`src/design/fbev_defs.vh`:
```
// Constants for the flash block erase-verify host controller.
// Assumes a 25 MHz core clock and a device reached over a byte-wide bus.
// What this block does
// (RQ1) Every selected byte is programmed to 0x00 before erase starts.
// (RQ2) Software picks blocks through two erase block select registers.
// (RQ3) Erase enable set applies erase for as long as it stays set.
// (RQ4) Erase is split into timed pulses; total stays below thirty seconds.
// (RQ5) Watchdog is armed before erase mode is selected.
// (RQ6) After a pulse, erase enable cleared first, then erase verify bit set.
// (RQ7) Before each verify read, dummy byte 0xFF is written to that address.
// (RQ8) Dummy write latches address, applies verify; a read returns its data.
// (RQ9) Wait at least 2 us after a dummy write before reading.
// (RQ10) Wait at least 4 us after setting verify before first dummy write.
// (RQ11) An erased byte moves verify on to the next address.
// (RQ12) A failed byte re-enters erase and repeats until every byte is ones.
// (RQ13) Abandon after 602 combined erase and verify cycles.
// (RQ14) Prewrite: at most six program cycles per bit, within 1 ms total; the first pulse, pgm_cyc_ff cycles long, is not checked against 1 ms.
// (RQ15) Erase stops when enable clears and never acts with verify set.
`ifndef FBEV_DEFS_VH
`define FBEV_DEFS_VH
`define FBEV_A_MODE 16'hff80
`define FBEV_A_EBS1 16'hff82
`define FBEV_A_EBS2 16'hff83
`define FBEV_A_WDT_CS 16'hffbe
`define FBEV_A_WDT_CNT 16'hffbf
`define FBEV_BIT_PGM 0
`define FBEV_BIT_ERASE 1
`define FBEV_BIT_PV 2
`define FBEV_BIT_ERS_VFY 3
`define FBEV_WDT_START 8'h36
`define FBEV_WDT_STOP 8'h50
`define FBEV_WDT_LOAD 8'hfe
`define FBEV_CLK_MHZ 25
`define FBEV_T_VRD_US 2
`define FBEV_T_EVS_US 4
`define FBEV_CYC_VRD (`FBEV_T_VRD_US * `FBEV_CLK_MHZ)
`define FBEV_CYC_EVS (`FBEV_T_EVS_US * `FBEV_CLK_MHZ)
`define FBEV_T_PGM_MS 1
`define FBEV_CYC_PGM_MAX (`FBEV_T_PGM_MS * 1000 * `FBEV_CLK_MHZ)
`define FBEV_PGM_TRIES 6
`define FBEV_ERASE_TRIES 602
`define FBEV_T_ERASE_S 30
`define FBEV_R_CTRL 4'h0
`define FBEV_R_EBS1 4'h1
`define FBEV_R_EBS2 4'h2
`define FBEV_R_START 4'h3
`define FBEV_R_END 4'h4
`define FBEV_R_PGM_CYC 4'h5
`define FBEV_R_ERS_CYC 4'h6
`define FBEV_R_STATUS 4'h7
`define FBEV_R_ECOUNT 4'h8
`define FBEV_R_FAILADR 4'h9
`endif

```
`src/design/fbev_bus_port.v`:
```
// Byte bus master toward the flash device: one access per request.
// Assumes the device answers reads combinationally in the access cycle.
`timescale 1ns/1ps
`include "fbev_defs.vh"
module fbev_bus_port (
	input wire core_clk_in,
	input wire rst_n_in,
	input wire req_in,
	input wire req_wr_in,
	input wire [15:0] req_addr_in,
	input wire [7:0] req_data_in,
	input wire [7:0] dev_rdata_in,
	output reg done_out,
	output reg [7:0] rdata_out,
	output reg [15:0] dev_addr_out,
	output reg [7:0] dev_wdata_out,
	output reg dev_wr_out,
	output reg dev_rd_out
);
	reg [7:0] rsync1_ff;
	reg [7:0] rsync2_ff;
	reg [1:0] ph_ff;
	// Device read data is from another domain, so it is synchronised.
	always @(posedge core_clk_in) begin
		if (!rst_n_in) begin
			rsync1_ff <= 8'h00;
			rsync2_ff <= 8'h00;
			ph_ff <= 2'h0;
			done_out <= 1'b0;
			rdata_out <= 8'h00;
			dev_addr_out <= 16'h0000;
			dev_wdata_out <= 8'h00;
			dev_wr_out <= 1'b0;
			dev_rd_out <= 1'b0;
		end else begin
			rsync1_ff <= dev_rdata_in;
			rsync2_ff <= rsync1_ff;
			done_out <= 1'b0;
			case (ph_ff)
			2'h0: begin
				if (req_in) begin
					dev_addr_out <= req_addr_in;
					dev_wdata_out <= req_data_in;
					dev_wr_out <= req_wr_in;
					dev_rd_out <= ~req_wr_in;
					ph_ff <= 2'h1;
				end
			end
			2'h1: begin
				dev_wr_out <= 1'b0;
				ph_ff <= 2'h2;
			end
			2'h2: begin
				ph_ff <= 2'h3;
			end
			default: begin
				dev_rd_out <= 1'b0;
				rdata_out <= rsync2_ff;
				done_out <= 1'b1;
				ph_ff <= 2'h0;
			end
			endcase
		end
	end
endmodule

```
`src/design/fbev_host.v`:
```
// Host sequencer that prewrites, erases and erase-verifies flash blocks.
// Assumes a byte bus to the device registers and array, one clock domain.
`timescale 1ns/1ps
`include "fbev_defs.vh"
module fbev_host (
	input wire core_clk_in,
	input wire rst_n_in,
	input wire [3:0] sw_addr_in,
	input wire [15:0] sw_wdata_in,
	input wire sw_wr_in,
	input wire sw_rd_in,
	output reg [15:0] sw_rdata_out,
	input wire [7:0] dev_rdata_in,
	output wire [15:0] dev_addr_out,
	output wire [7:0] dev_wdata_out,
	output wire dev_wr_out,
	output wire dev_rd_out,
	output reg busy_out
);
	localparam [15:0] S_IDLE = 16'h0001;
	localparam [15:0] S_SEL1 = 16'h0002;
	localparam [15:0] S_SEL2 = 16'h0004;
	localparam [15:0] S_PW_DW = 16'h0008;
	localparam [15:0] S_PW_ON = 16'h0010;
	localparam [15:0] S_PW_OFF = 16'h0020;
	localparam [15:0] S_PW_PV = 16'h0040;
	localparam [15:0] S_PW_RD = 16'h0080;
	localparam [15:0] S_WD_ON = 16'h0100;
	localparam [15:0] S_ER_ON = 16'h0200;
	localparam [15:0] S_ER_OFF = 16'h0400;
	localparam [15:0] S_VF_ON = 16'h0800;
	localparam [15:0] S_VF_DW = 16'h1000;
	localparam [15:0] S_VF_RD = 16'h2000;
	localparam [15:0] S_VF_OFF = 16'h4000;
	localparam [15:0] S_END = 16'h8000;
	// Counts are worked out as integers and trimmed to register width here.
	localparam integer CYC_VRD_I = `FBEV_CYC_VRD;
	localparam integer CYC_EVS_I = `FBEV_CYC_EVS;
	localparam integer CYC_PMAX_I = `FBEV_CYC_PGM_MAX;
	localparam integer ETRIES_I = `FBEV_ERASE_TRIES;
	localparam integer PTRIES_I = `FBEV_PGM_TRIES;
	localparam [23:0] CYC_VRD = CYC_VRD_I[23:0];
	localparam [23:0] CYC_EVS = CYC_EVS_I[23:0];
	localparam [23:0] CYC_PMAX = CYC_PMAX_I[23:0];
	localparam [9:0] ETRIES = ETRIES_I[9:0];
	localparam [2:0] PTRIES = PTRIES_I[2:0];

	reg [7:0] ebs1_ff;
	reg [7:0] ebs2_ff;
	reg [15:0] start_ff;
	reg [15:0] end_ff;
	reg [23:0] pgm_cyc_ff;
	reg [23:0] ers_cyc_ff;
	reg [15:0] st_ff;
	reg [15:0] adr_ff;
	reg [23:0] tmr_ff;
	reg [23:0] pulse_ff;
	reg [23:0] ptot_ff;
	reg [2:0] ptry_ff;
	reg [9:0] etry_ff;
	reg vfy_fail_ff;
	reg ok_ff;
	reg err_ff;
	reg [15:0] fail_adr_ff;
	reg started_ff;
	reg [7:0] mode_ff;
	reg req_ff;
	reg req_wr_ff;
	reg [15:0] req_addr_ff;
	reg [7:0] req_data_ff;
	reg issued_ff;
	wire done;
	wire [7:0] rdata;
	wire tmr_zero;
	wire go;

	assign tmr_zero = (tmr_ff == 24'h00_0000);
	assign go = sw_wr_in && (sw_addr_in == `FBEV_R_CTRL) && sw_wdata_in[0];

	fbev_bus_port u_port (
		.core_clk_in(core_clk_in),
		.rst_n_in(rst_n_in),
		.req_in(req_ff),
		.req_wr_in(req_wr_ff),
		.req_addr_in(req_addr_ff),
		.req_data_in(req_data_ff),
		.dev_rdata_in(dev_rdata_in),
		.done_out(done),
		.rdata_out(rdata),
		.dev_addr_out(dev_addr_out),
		.dev_wdata_out(dev_wdata_out),
		.dev_wr_out(dev_wr_out),
		.dev_rd_out(dev_rd_out)
	);

	// Software register port; reads answer one cycle after the strobe.
	always @(posedge core_clk_in) begin
		if (!rst_n_in) begin
			ebs1_ff <= 8'h00;
			ebs2_ff <= 8'h00;
			start_ff <= 16'h0000;
			end_ff <= 16'h0000;
			pgm_cyc_ff <= 24'h00_0019;
			ers_cyc_ff <= 24'h00_0064;
			sw_rdata_out <= 16'h0000;
		end else begin
			if (sw_wr_in && !busy_out) begin
				case (sw_addr_in)
				`FBEV_R_EBS1: ebs1_ff <= sw_wdata_in[7:0];
				`FBEV_R_EBS2: ebs2_ff <= sw_wdata_in[7:0];
				`FBEV_R_START: start_ff <= sw_wdata_in;
				`FBEV_R_END: end_ff <= sw_wdata_in;
				`FBEV_R_PGM_CYC: pgm_cyc_ff <= {8'h00, sw_wdata_in};
				`FBEV_R_ERS_CYC: ers_cyc_ff <= {8'h00, sw_wdata_in};
				default: ;
				endcase
			end
			sw_rdata_out <= 16'h0000;
			if (sw_rd_in) begin
				case (sw_addr_in)
				`FBEV_R_EBS1: sw_rdata_out <= {8'h00, ebs1_ff};
				`FBEV_R_EBS2: sw_rdata_out <= {8'h00, ebs2_ff};
				`FBEV_R_START: sw_rdata_out <= start_ff;
				`FBEV_R_END: sw_rdata_out <= end_ff;
				`FBEV_R_PGM_CYC: sw_rdata_out <= pgm_cyc_ff[15:0];
				`FBEV_R_ERS_CYC: sw_rdata_out <= ers_cyc_ff[15:0];
				`FBEV_R_STATUS: sw_rdata_out <= {13'h0000, err_ff, ok_ff,
					busy_out};
				`FBEV_R_ECOUNT: sw_rdata_out <= {6'h00, etry_ff};
				`FBEV_R_FAILADR: sw_rdata_out <= fail_adr_ff;
				default: sw_rdata_out <= 16'h0000;
				endcase
			end
		end
	end

	// Main sequencer: each state but S_IDLE issues one device access, then moves on.
	always @(posedge core_clk_in) begin
		if (!rst_n_in) begin
			st_ff <= S_IDLE;
			adr_ff <= 16'h0000;
			tmr_ff <= 24'h00_0000;
			pulse_ff <= 24'h00_0000;
			ptot_ff <= 24'h00_0000;
			ptry_ff <= 3'h0;
			etry_ff <= 10'h000;
			vfy_fail_ff <= 1'b0;
			ok_ff <= 1'b0;
			err_ff <= 1'b0;
			fail_adr_ff <= 16'h0000;
			mode_ff <= 8'h00;
			req_ff <= 1'b0;
			req_wr_ff <= 1'b0;
			req_addr_ff <= 16'h0000;
			req_data_ff <= 8'h00;
			issued_ff <= 1'b0;
			busy_out <= 1'b0;
		end else begin
			req_ff <= 1'b0;
			if (!tmr_zero)
				tmr_ff <= tmr_ff - 24'h00_0001;
			if (done)
				issued_ff <= 1'b0;
			case (st_ff)
			S_IDLE: begin
				busy_out <= 1'b0;
				if (go) begin
					busy_out <= 1'b1;
					ok_ff <= 1'b0;
					err_ff <= 1'b0;
					etry_ff <= 10'h000;
					adr_ff <= start_ff;
					ptry_ff <= 3'h0;
					ptot_ff <= 24'h00_0000;
					pulse_ff <= pgm_cyc_ff;
					st_ff <= S_SEL1;
				end
			end
			S_SEL1, S_SEL2, S_PW_DW, S_PW_ON, S_PW_OFF, S_PW_PV, S_PW_RD,
			S_WD_ON, S_ER_ON, S_ER_OFF, S_VF_ON, S_VF_DW, S_VF_RD,
			S_VF_OFF, S_END: begin
				if (!issued_ff && !done && tmr_zero) begin
					issued_ff <= 1'b1;
					req_ff <= 1'b1;
					req_wr_ff <= 1'b1;
					req_data_ff <= mode_ff;
					req_addr_ff <= `FBEV_A_MODE;
					case (st_ff)
					S_SEL1: begin
						req_addr_ff <= `FBEV_A_EBS1;
						req_data_ff <= ebs1_ff; // RQ2
					end
					S_SEL2: begin
						req_addr_ff <= `FBEV_A_EBS2;
						req_data_ff <= ebs2_ff; // RQ2
					end
					S_PW_DW: begin
						req_addr_ff <= adr_ff;
						req_data_ff <= 8'h00; // RQ1
					end
					S_PW_ON: begin
						mode_ff[`FBEV_BIT_PGM] <= 1'b1;
						req_data_ff <= mode_ff | 8'h01;
					end
					S_PW_OFF: begin
						mode_ff[`FBEV_BIT_PGM] <= 1'b0;
						req_data_ff <= mode_ff & 8'hfe;
					end
					S_PW_PV: begin
						mode_ff[`FBEV_BIT_PV] <= 1'b1;
						req_data_ff <= mode_ff | 8'h04;
					end
					S_WD_ON: begin
						req_addr_ff <= `FBEV_A_WDT_CS;
						req_data_ff <= `FBEV_WDT_START; // RQ5
					end
					S_ER_ON: begin
						mode_ff[`FBEV_BIT_ERASE] <= 1'b1;
						req_data_ff <= 8'h02; // RQ3 RQ15
					end
					S_ER_OFF: begin
						mode_ff[`FBEV_BIT_ERASE] <= 1'b0;
						req_data_ff <= 8'h00; // RQ6 RQ15
					end
					S_VF_ON: begin
						mode_ff[`FBEV_BIT_ERS_VFY] <= 1'b1;
						req_data_ff <= 8'h08; // RQ6
					end
					S_VF_DW: begin
						req_addr_ff <= adr_ff;
						req_data_ff <= 8'hff; // RQ7 RQ8
					end
					S_PW_RD, S_VF_RD: begin
						req_wr_ff <= 1'b0;
						req_addr_ff <= adr_ff; // RQ8
					end
					S_VF_OFF, S_END: begin
						mode_ff <= 8'h00;
						req_data_ff <= 8'h00;
						if (st_ff == S_END)
							req_addr_ff <= `FBEV_A_WDT_CS;
						if (st_ff == S_END)
							req_data_ff <= `FBEV_WDT_STOP;
					end
					default: ;
					endcase
				end
				if (done) begin
					case (st_ff)
					S_SEL1: st_ff <= S_SEL2;
					S_SEL2: st_ff <= S_PW_DW;
					S_PW_DW: st_ff <= S_PW_ON;
					S_PW_ON: begin
						tmr_ff <= pulse_ff;
						ptot_ff <= ptot_ff + pulse_ff;
						ptry_ff <= ptry_ff + 3'h1;
						st_ff <= S_PW_OFF;
					end
					S_PW_OFF: st_ff <= S_PW_PV;
					S_PW_PV: begin
						tmr_ff <= CYC_EVS;
						st_ff <= S_PW_RD;
					end
					S_PW_RD: begin
						mode_ff <= 8'h00;
						if (rdata == 8'h00) begin
							ptry_ff <= 3'h0;
							ptot_ff <= 24'h00_0000;
							pulse_ff <= pgm_cyc_ff;
							if (adr_ff == end_ff) begin
								adr_ff <= start_ff;
								st_ff <= S_WD_ON;
							end else begin
								adr_ff <= adr_ff + 16'h0001;
								st_ff <= S_PW_DW;
							end
						end else if (ptry_ff == PTRIES ||
							ptot_ff + (pulse_ff << 1) > CYC_PMAX) begin
							err_ff <= 1'b1; // RQ14
							fail_adr_ff <= adr_ff;
							st_ff <= S_END;
						end else begin
							pulse_ff <= pulse_ff << 1;
							st_ff <= S_PW_DW;
						end
					end
					S_WD_ON: begin
						etry_ff <= etry_ff + 10'h001;
						vfy_fail_ff <= 1'b0;
						st_ff <= S_ER_ON;
					end
					S_ER_ON: begin
						tmr_ff <= ers_cyc_ff; // RQ4
						st_ff <= S_ER_OFF;
					end
					S_ER_OFF: st_ff <= S_VF_ON;
					S_VF_ON: begin
						tmr_ff <= CYC_EVS; // RQ10
						st_ff <= S_VF_DW;
					end
					S_VF_DW: begin
						tmr_ff <= CYC_VRD; // RQ9
						st_ff <= S_VF_RD;
					end
					S_VF_RD: begin
						if (rdata != 8'hff) begin
							vfy_fail_ff <= 1'b1; // RQ12
							fail_adr_ff <= adr_ff;
						end
						if (adr_ff == end_ff) begin
							st_ff <= S_VF_OFF;
						end else begin
							adr_ff <= adr_ff + 16'h0001; // RQ11
							st_ff <= S_VF_DW;
						end
					end
					S_VF_OFF: begin
						adr_ff <= start_ff;
						if (!vfy_fail_ff) begin
							ok_ff <= 1'b1;
							st_ff <= S_END;
						end else if (etry_ff == ETRIES) begin
							err_ff <= 1'b1; // RQ13
							st_ff <= S_END;
						end else begin
							st_ff <= S_WD_ON; // RQ12
						end
					end
					S_END: st_ff <= S_IDLE;
					default: st_ff <= S_IDLE;
					endcase
				end
			end
			default: st_ff <= S_IDLE;
			endcase
		end
	end
endmodule

```
`config.mk`:
```
export PLATFORM = sky130hd
export DESIGN_NAME = fbev_host
export DESIGN_NICKNAME = d
export VERILOG_FILES = /design/src/design/fbev_bus_port.v /design/src/design/fbev_host.v
export VERILOG_INCLUDE_DIRS = /design/src /design/src/design
export SDC_FILE = /design/constraint.sdc
export NUM_CORES = 1
export LEC_CHECK = 0
export ABC_AREA = 1
export BUFFER_PORTS_ARGS = -buffer_cell sky130_fd_sc_hd__buf_4
export CORE_MARGIN = 2
export CORE_UTILIZATION = 47
export DETAILED_ROUTE_END_ITERATION = 8
export GPL_TIMING_DRIVEN = 0
export SLEW_MARGIN = 20
export SYNTH_ARGS = -nofsm -noshare
export SYNTH_HDL_FRONTEND = slang
export SYNTH_SLANG_ARGS = --single-unit
```
`constraint.sdc`:
```
create_clock -name core_clk_in -period 5.3 [get_ports core_clk_in]
set_input_delay 0.265 -clock core_clk_in [delete_from_list [all_inputs] [get_ports core_clk_in]]
set_output_delay 0.265 -clock core_clk_in [all_outputs]
set_load 0.02 [all_outputs]
```
==> flow_summary.json <==
{
  "maxCapViolCount": 0,
  "cts_buffer_depth": 3,
  "yosysMostFrequentCell": "nand2_1",
  "row_count": 70,
  "netlist_area_um2": 17300,
  "clk_pin_slew_ns": 0.06,
  "syn_area_per_cell_um2": 6.85,
  "path_max_fanout": 10,
  "synth_flop_cell": "dfxtp_1",
  "ctsResizeCount": 0,
  "fp.coreArea_um2": 36400,
  "crit_chain": "ha_1 > fa_1 > nand2_1 > nand2_1 > nand3_1 > nand2_1 > nand2_1 > nand2_1 > nand2_1 > nand2_1 > nand3_1 > nor2_1 > nor2_1 > nor2_1 > nand3_1 > nand4_2 > buf_2 > nand2_1 > inv_1 > nor2_1",
  "synthArstFlopShare": 0,
  "setup_viol": 0,
  "finalWorstSetupSlack_ns": 1.70,
  "start_kind": "flop",
  "numPortBuffers": 73,
  "critPathMostFrequentCell": "nand2_1",
  "postLayoutCellArea_um2": 19700,
  "grt_max_degree": 13,
  "yosys.area.top_type": "dfxtp_1",
  "ys_warn_count": 0,
  "start_util": 0.474,
  "cp_slowest_cell": "dfxtp_1",
  "holdBufCountCts": 10,
  "ys_top_cells_by_count": "541 x nand2_1, 321 x dfxtp_1, 308 x inv_1",
  "die_area_um2": 38300,
  "drc_errors": 0,
  "ir_drop_uv": 302,
  "fill_cells": 3664,
  "p_leak_nw": 8.50,
  "finalNetCount": 2738,
  "yosysUniqueCellTypes": 56,
  "clock-skew-final_ns": 0.0227,
  "yosysTopAreaCellShare": 0.372,
  "hpwlAfterDp_mm": 47.5,
  "finalHoldViolCount": 0,
  "crit_family": "simple AND/OR/NAND/NOR gates",
  "antenna_found_initial": 0,
  "hold_path_class": "in2reg",
  "cts_tree": "yes",
  "worst-slew-pin-transition_ns": 1.08,
  "gp_congestion": 0.962,
  "rsz0062_at_grt": "no",
  "cts_buffers": 39,
  "dp_slack_ns": 1.75,
  "grt_pass1_vias": 16211,
  "n_antenna_cell": 0,
  "critPathBufInv": 2,
  "final_antenna_net_count": 0,
  "die_y_um": 196,
  "arrival_ns": 4.04,
  "drt-initial-drc-count": 1659,
  "cts.sinks": 321,
  "fp.dieW_um": 196,
  "fin_tns_setup_ns": 0,
  "clk_latency_ns": 0.56,
  "slew_headroom": 0.278,
  "cp.required_ns": 5.74,
  "grt_pass1_wl_mm": 93.1,
  "ioPinCount": 75,
  "cts_htree_levels": 2,
  "period_share": 0.679,
  "timing.fmax_mhz": 278,
  "layout-drive-gt1-share": 0.0845,
  "synth_nets": 2614,
  "routedWlPerCell_um": 19.3,
  "grt_use_total": 0.314,
  "seq_area_frac_synth": 0.372,
  "cts-root-buf": "clkbuf_16",
  "cp-end-kind": "flop",
  "vias_per_cell": 5.59,
  "syn_inst": 2524,
  "maxSlewViolCount": 0,
  "routed_wl_mm": 60.8,
  "synthTopCellsByArea": "dfxtp_1 37%, nand2_1 12%, a21oi_1 6.8%",
  "synth.ff_latch_count": 321,
  "power_density_nw_per_um2": 467,
  "path_class": "reg2reg",
  "cts_setup_buffers": 0,
  "largestRegisters": "ptot_ff x24, pulse_ff x24, tmr_ff x24",
  "status": "complete, no violations",
  "synth_edf_count": 0,
  "fin_crit_ns": 3.60,
  "overflow": 0,
  "place_area_um2": 18400,
  "firstDrtPassIters": 6,
  "syn_to_final_growth_pct": 14.0,
  "vias": 17568,
  "slowest_delay_ns": 0.49
}
where the power goes:
group / leakage (nW) / switching, mW / internal [mW]
Sequential: 2.60 / 0.399 / 2.73
Clock: 0.592 / 1.06 / 1.47
Combinational: 5.31 / 2.38 / 1.18
Total: 8.50 / 3.84 / 5.37
worst paths after layout:
path                                  start                             end  cells past startpoint  slack [ns]
max reg2reg        pulse_ff[0]$_SDFFE_PN0P_     fail_adr_ff[4]$_SDFFE_PN0P_                     20        1.70
min                         sw_wdata_in[15]         end_ff[15]$_SDFFE_PN0P_                      3        0.04
max                pulse_ff[0]$_SDFFE_PN0P_     fail_adr_ff[4]$_SDFFE_PN0P_                     20        1.70
min reg2reg  u_port.rsync1_ff[5]$_SDFF_PN0_  u_port.rsync2_ff[5]$_SDFF_PN0_                      2        0.41
cell families (layout without fill, tap and decap cells):
group / count (synthesis) / in the layout / synth area share
xor+xnor: 60 / 60 / 0.0304
flops: 321 / 321 / 0.372
fa+ha+maj: 58 / 58 / 0.0428
buf+inv: 416 / 565 / 0.0948
simple gates: 1096 / 1096 / 0.275
compound gates: 573 / 573 / 0.186
metrics by stage:
stage                     total power [mW]  hold slack (ns)  instances  utilization
after floorplan                       5.62            0.363       2524            -
after global placement                6.60            0.397       3065        0.506
after detailed placement              6.65            0.399       3065        0.506
after CTS                             9.19          0.00943       3141        0.541
after global routing                  9.81           0.0209       3141        0.541
final                                 9.21           0.0376       3141        0.541
routing by layer:
metal	wire, um	track usage
met1	26700	0.425
met2	26600	0.496
met3	5040	0.0579
met4	2440	0.131
met5	0	0
cell type report:
type	count	area, um^2	area share
multi-input cells	1787	9230	0.468
flip-flops and latches	321	6430	0.326
inverters	327	1230	0.0624
clock buffers	52	1070	0.0545
repair buffers	83	648	0.0329
well taps	468	586	0.0297
plain buffers	89	409	0.0208
clock inverters	14	106	0.00539
worst register-to-register path, delay by kind of cell (launching register included):
| family | cells | cell delay [ns] |
|---|---|---|
| simple gates | 16 | 1.92 |
| buf+inv | 2 | 0.39 |
| fa+ha+maj | 2 | 0.71 |
| flops | 1 | 0.49 |
cells in the final DEF, fill, tap and decap left out, types with 40 or more instances in the layout:
| master | netlist | layout |
|---|---|---|
| a21oi_1 | 235 | 235 |
| buf_4 | 3 | 76 |
| clkbuf_1 | 62 | 70 |
| dfxtp_1 | 321 | 321 |
| ha_1 | 56 | 56 |
| inv_1 | 308 | 308 |
| nand2_1 | 541 | 541 |
| nand3_1 | 115 | 115 |
| nor2_1 | 297 | 297 |
| o21ai_0 | 180 | 180 |
| xor2_1 | 40 | 40 |
Power figures use the tool's default switching activity.
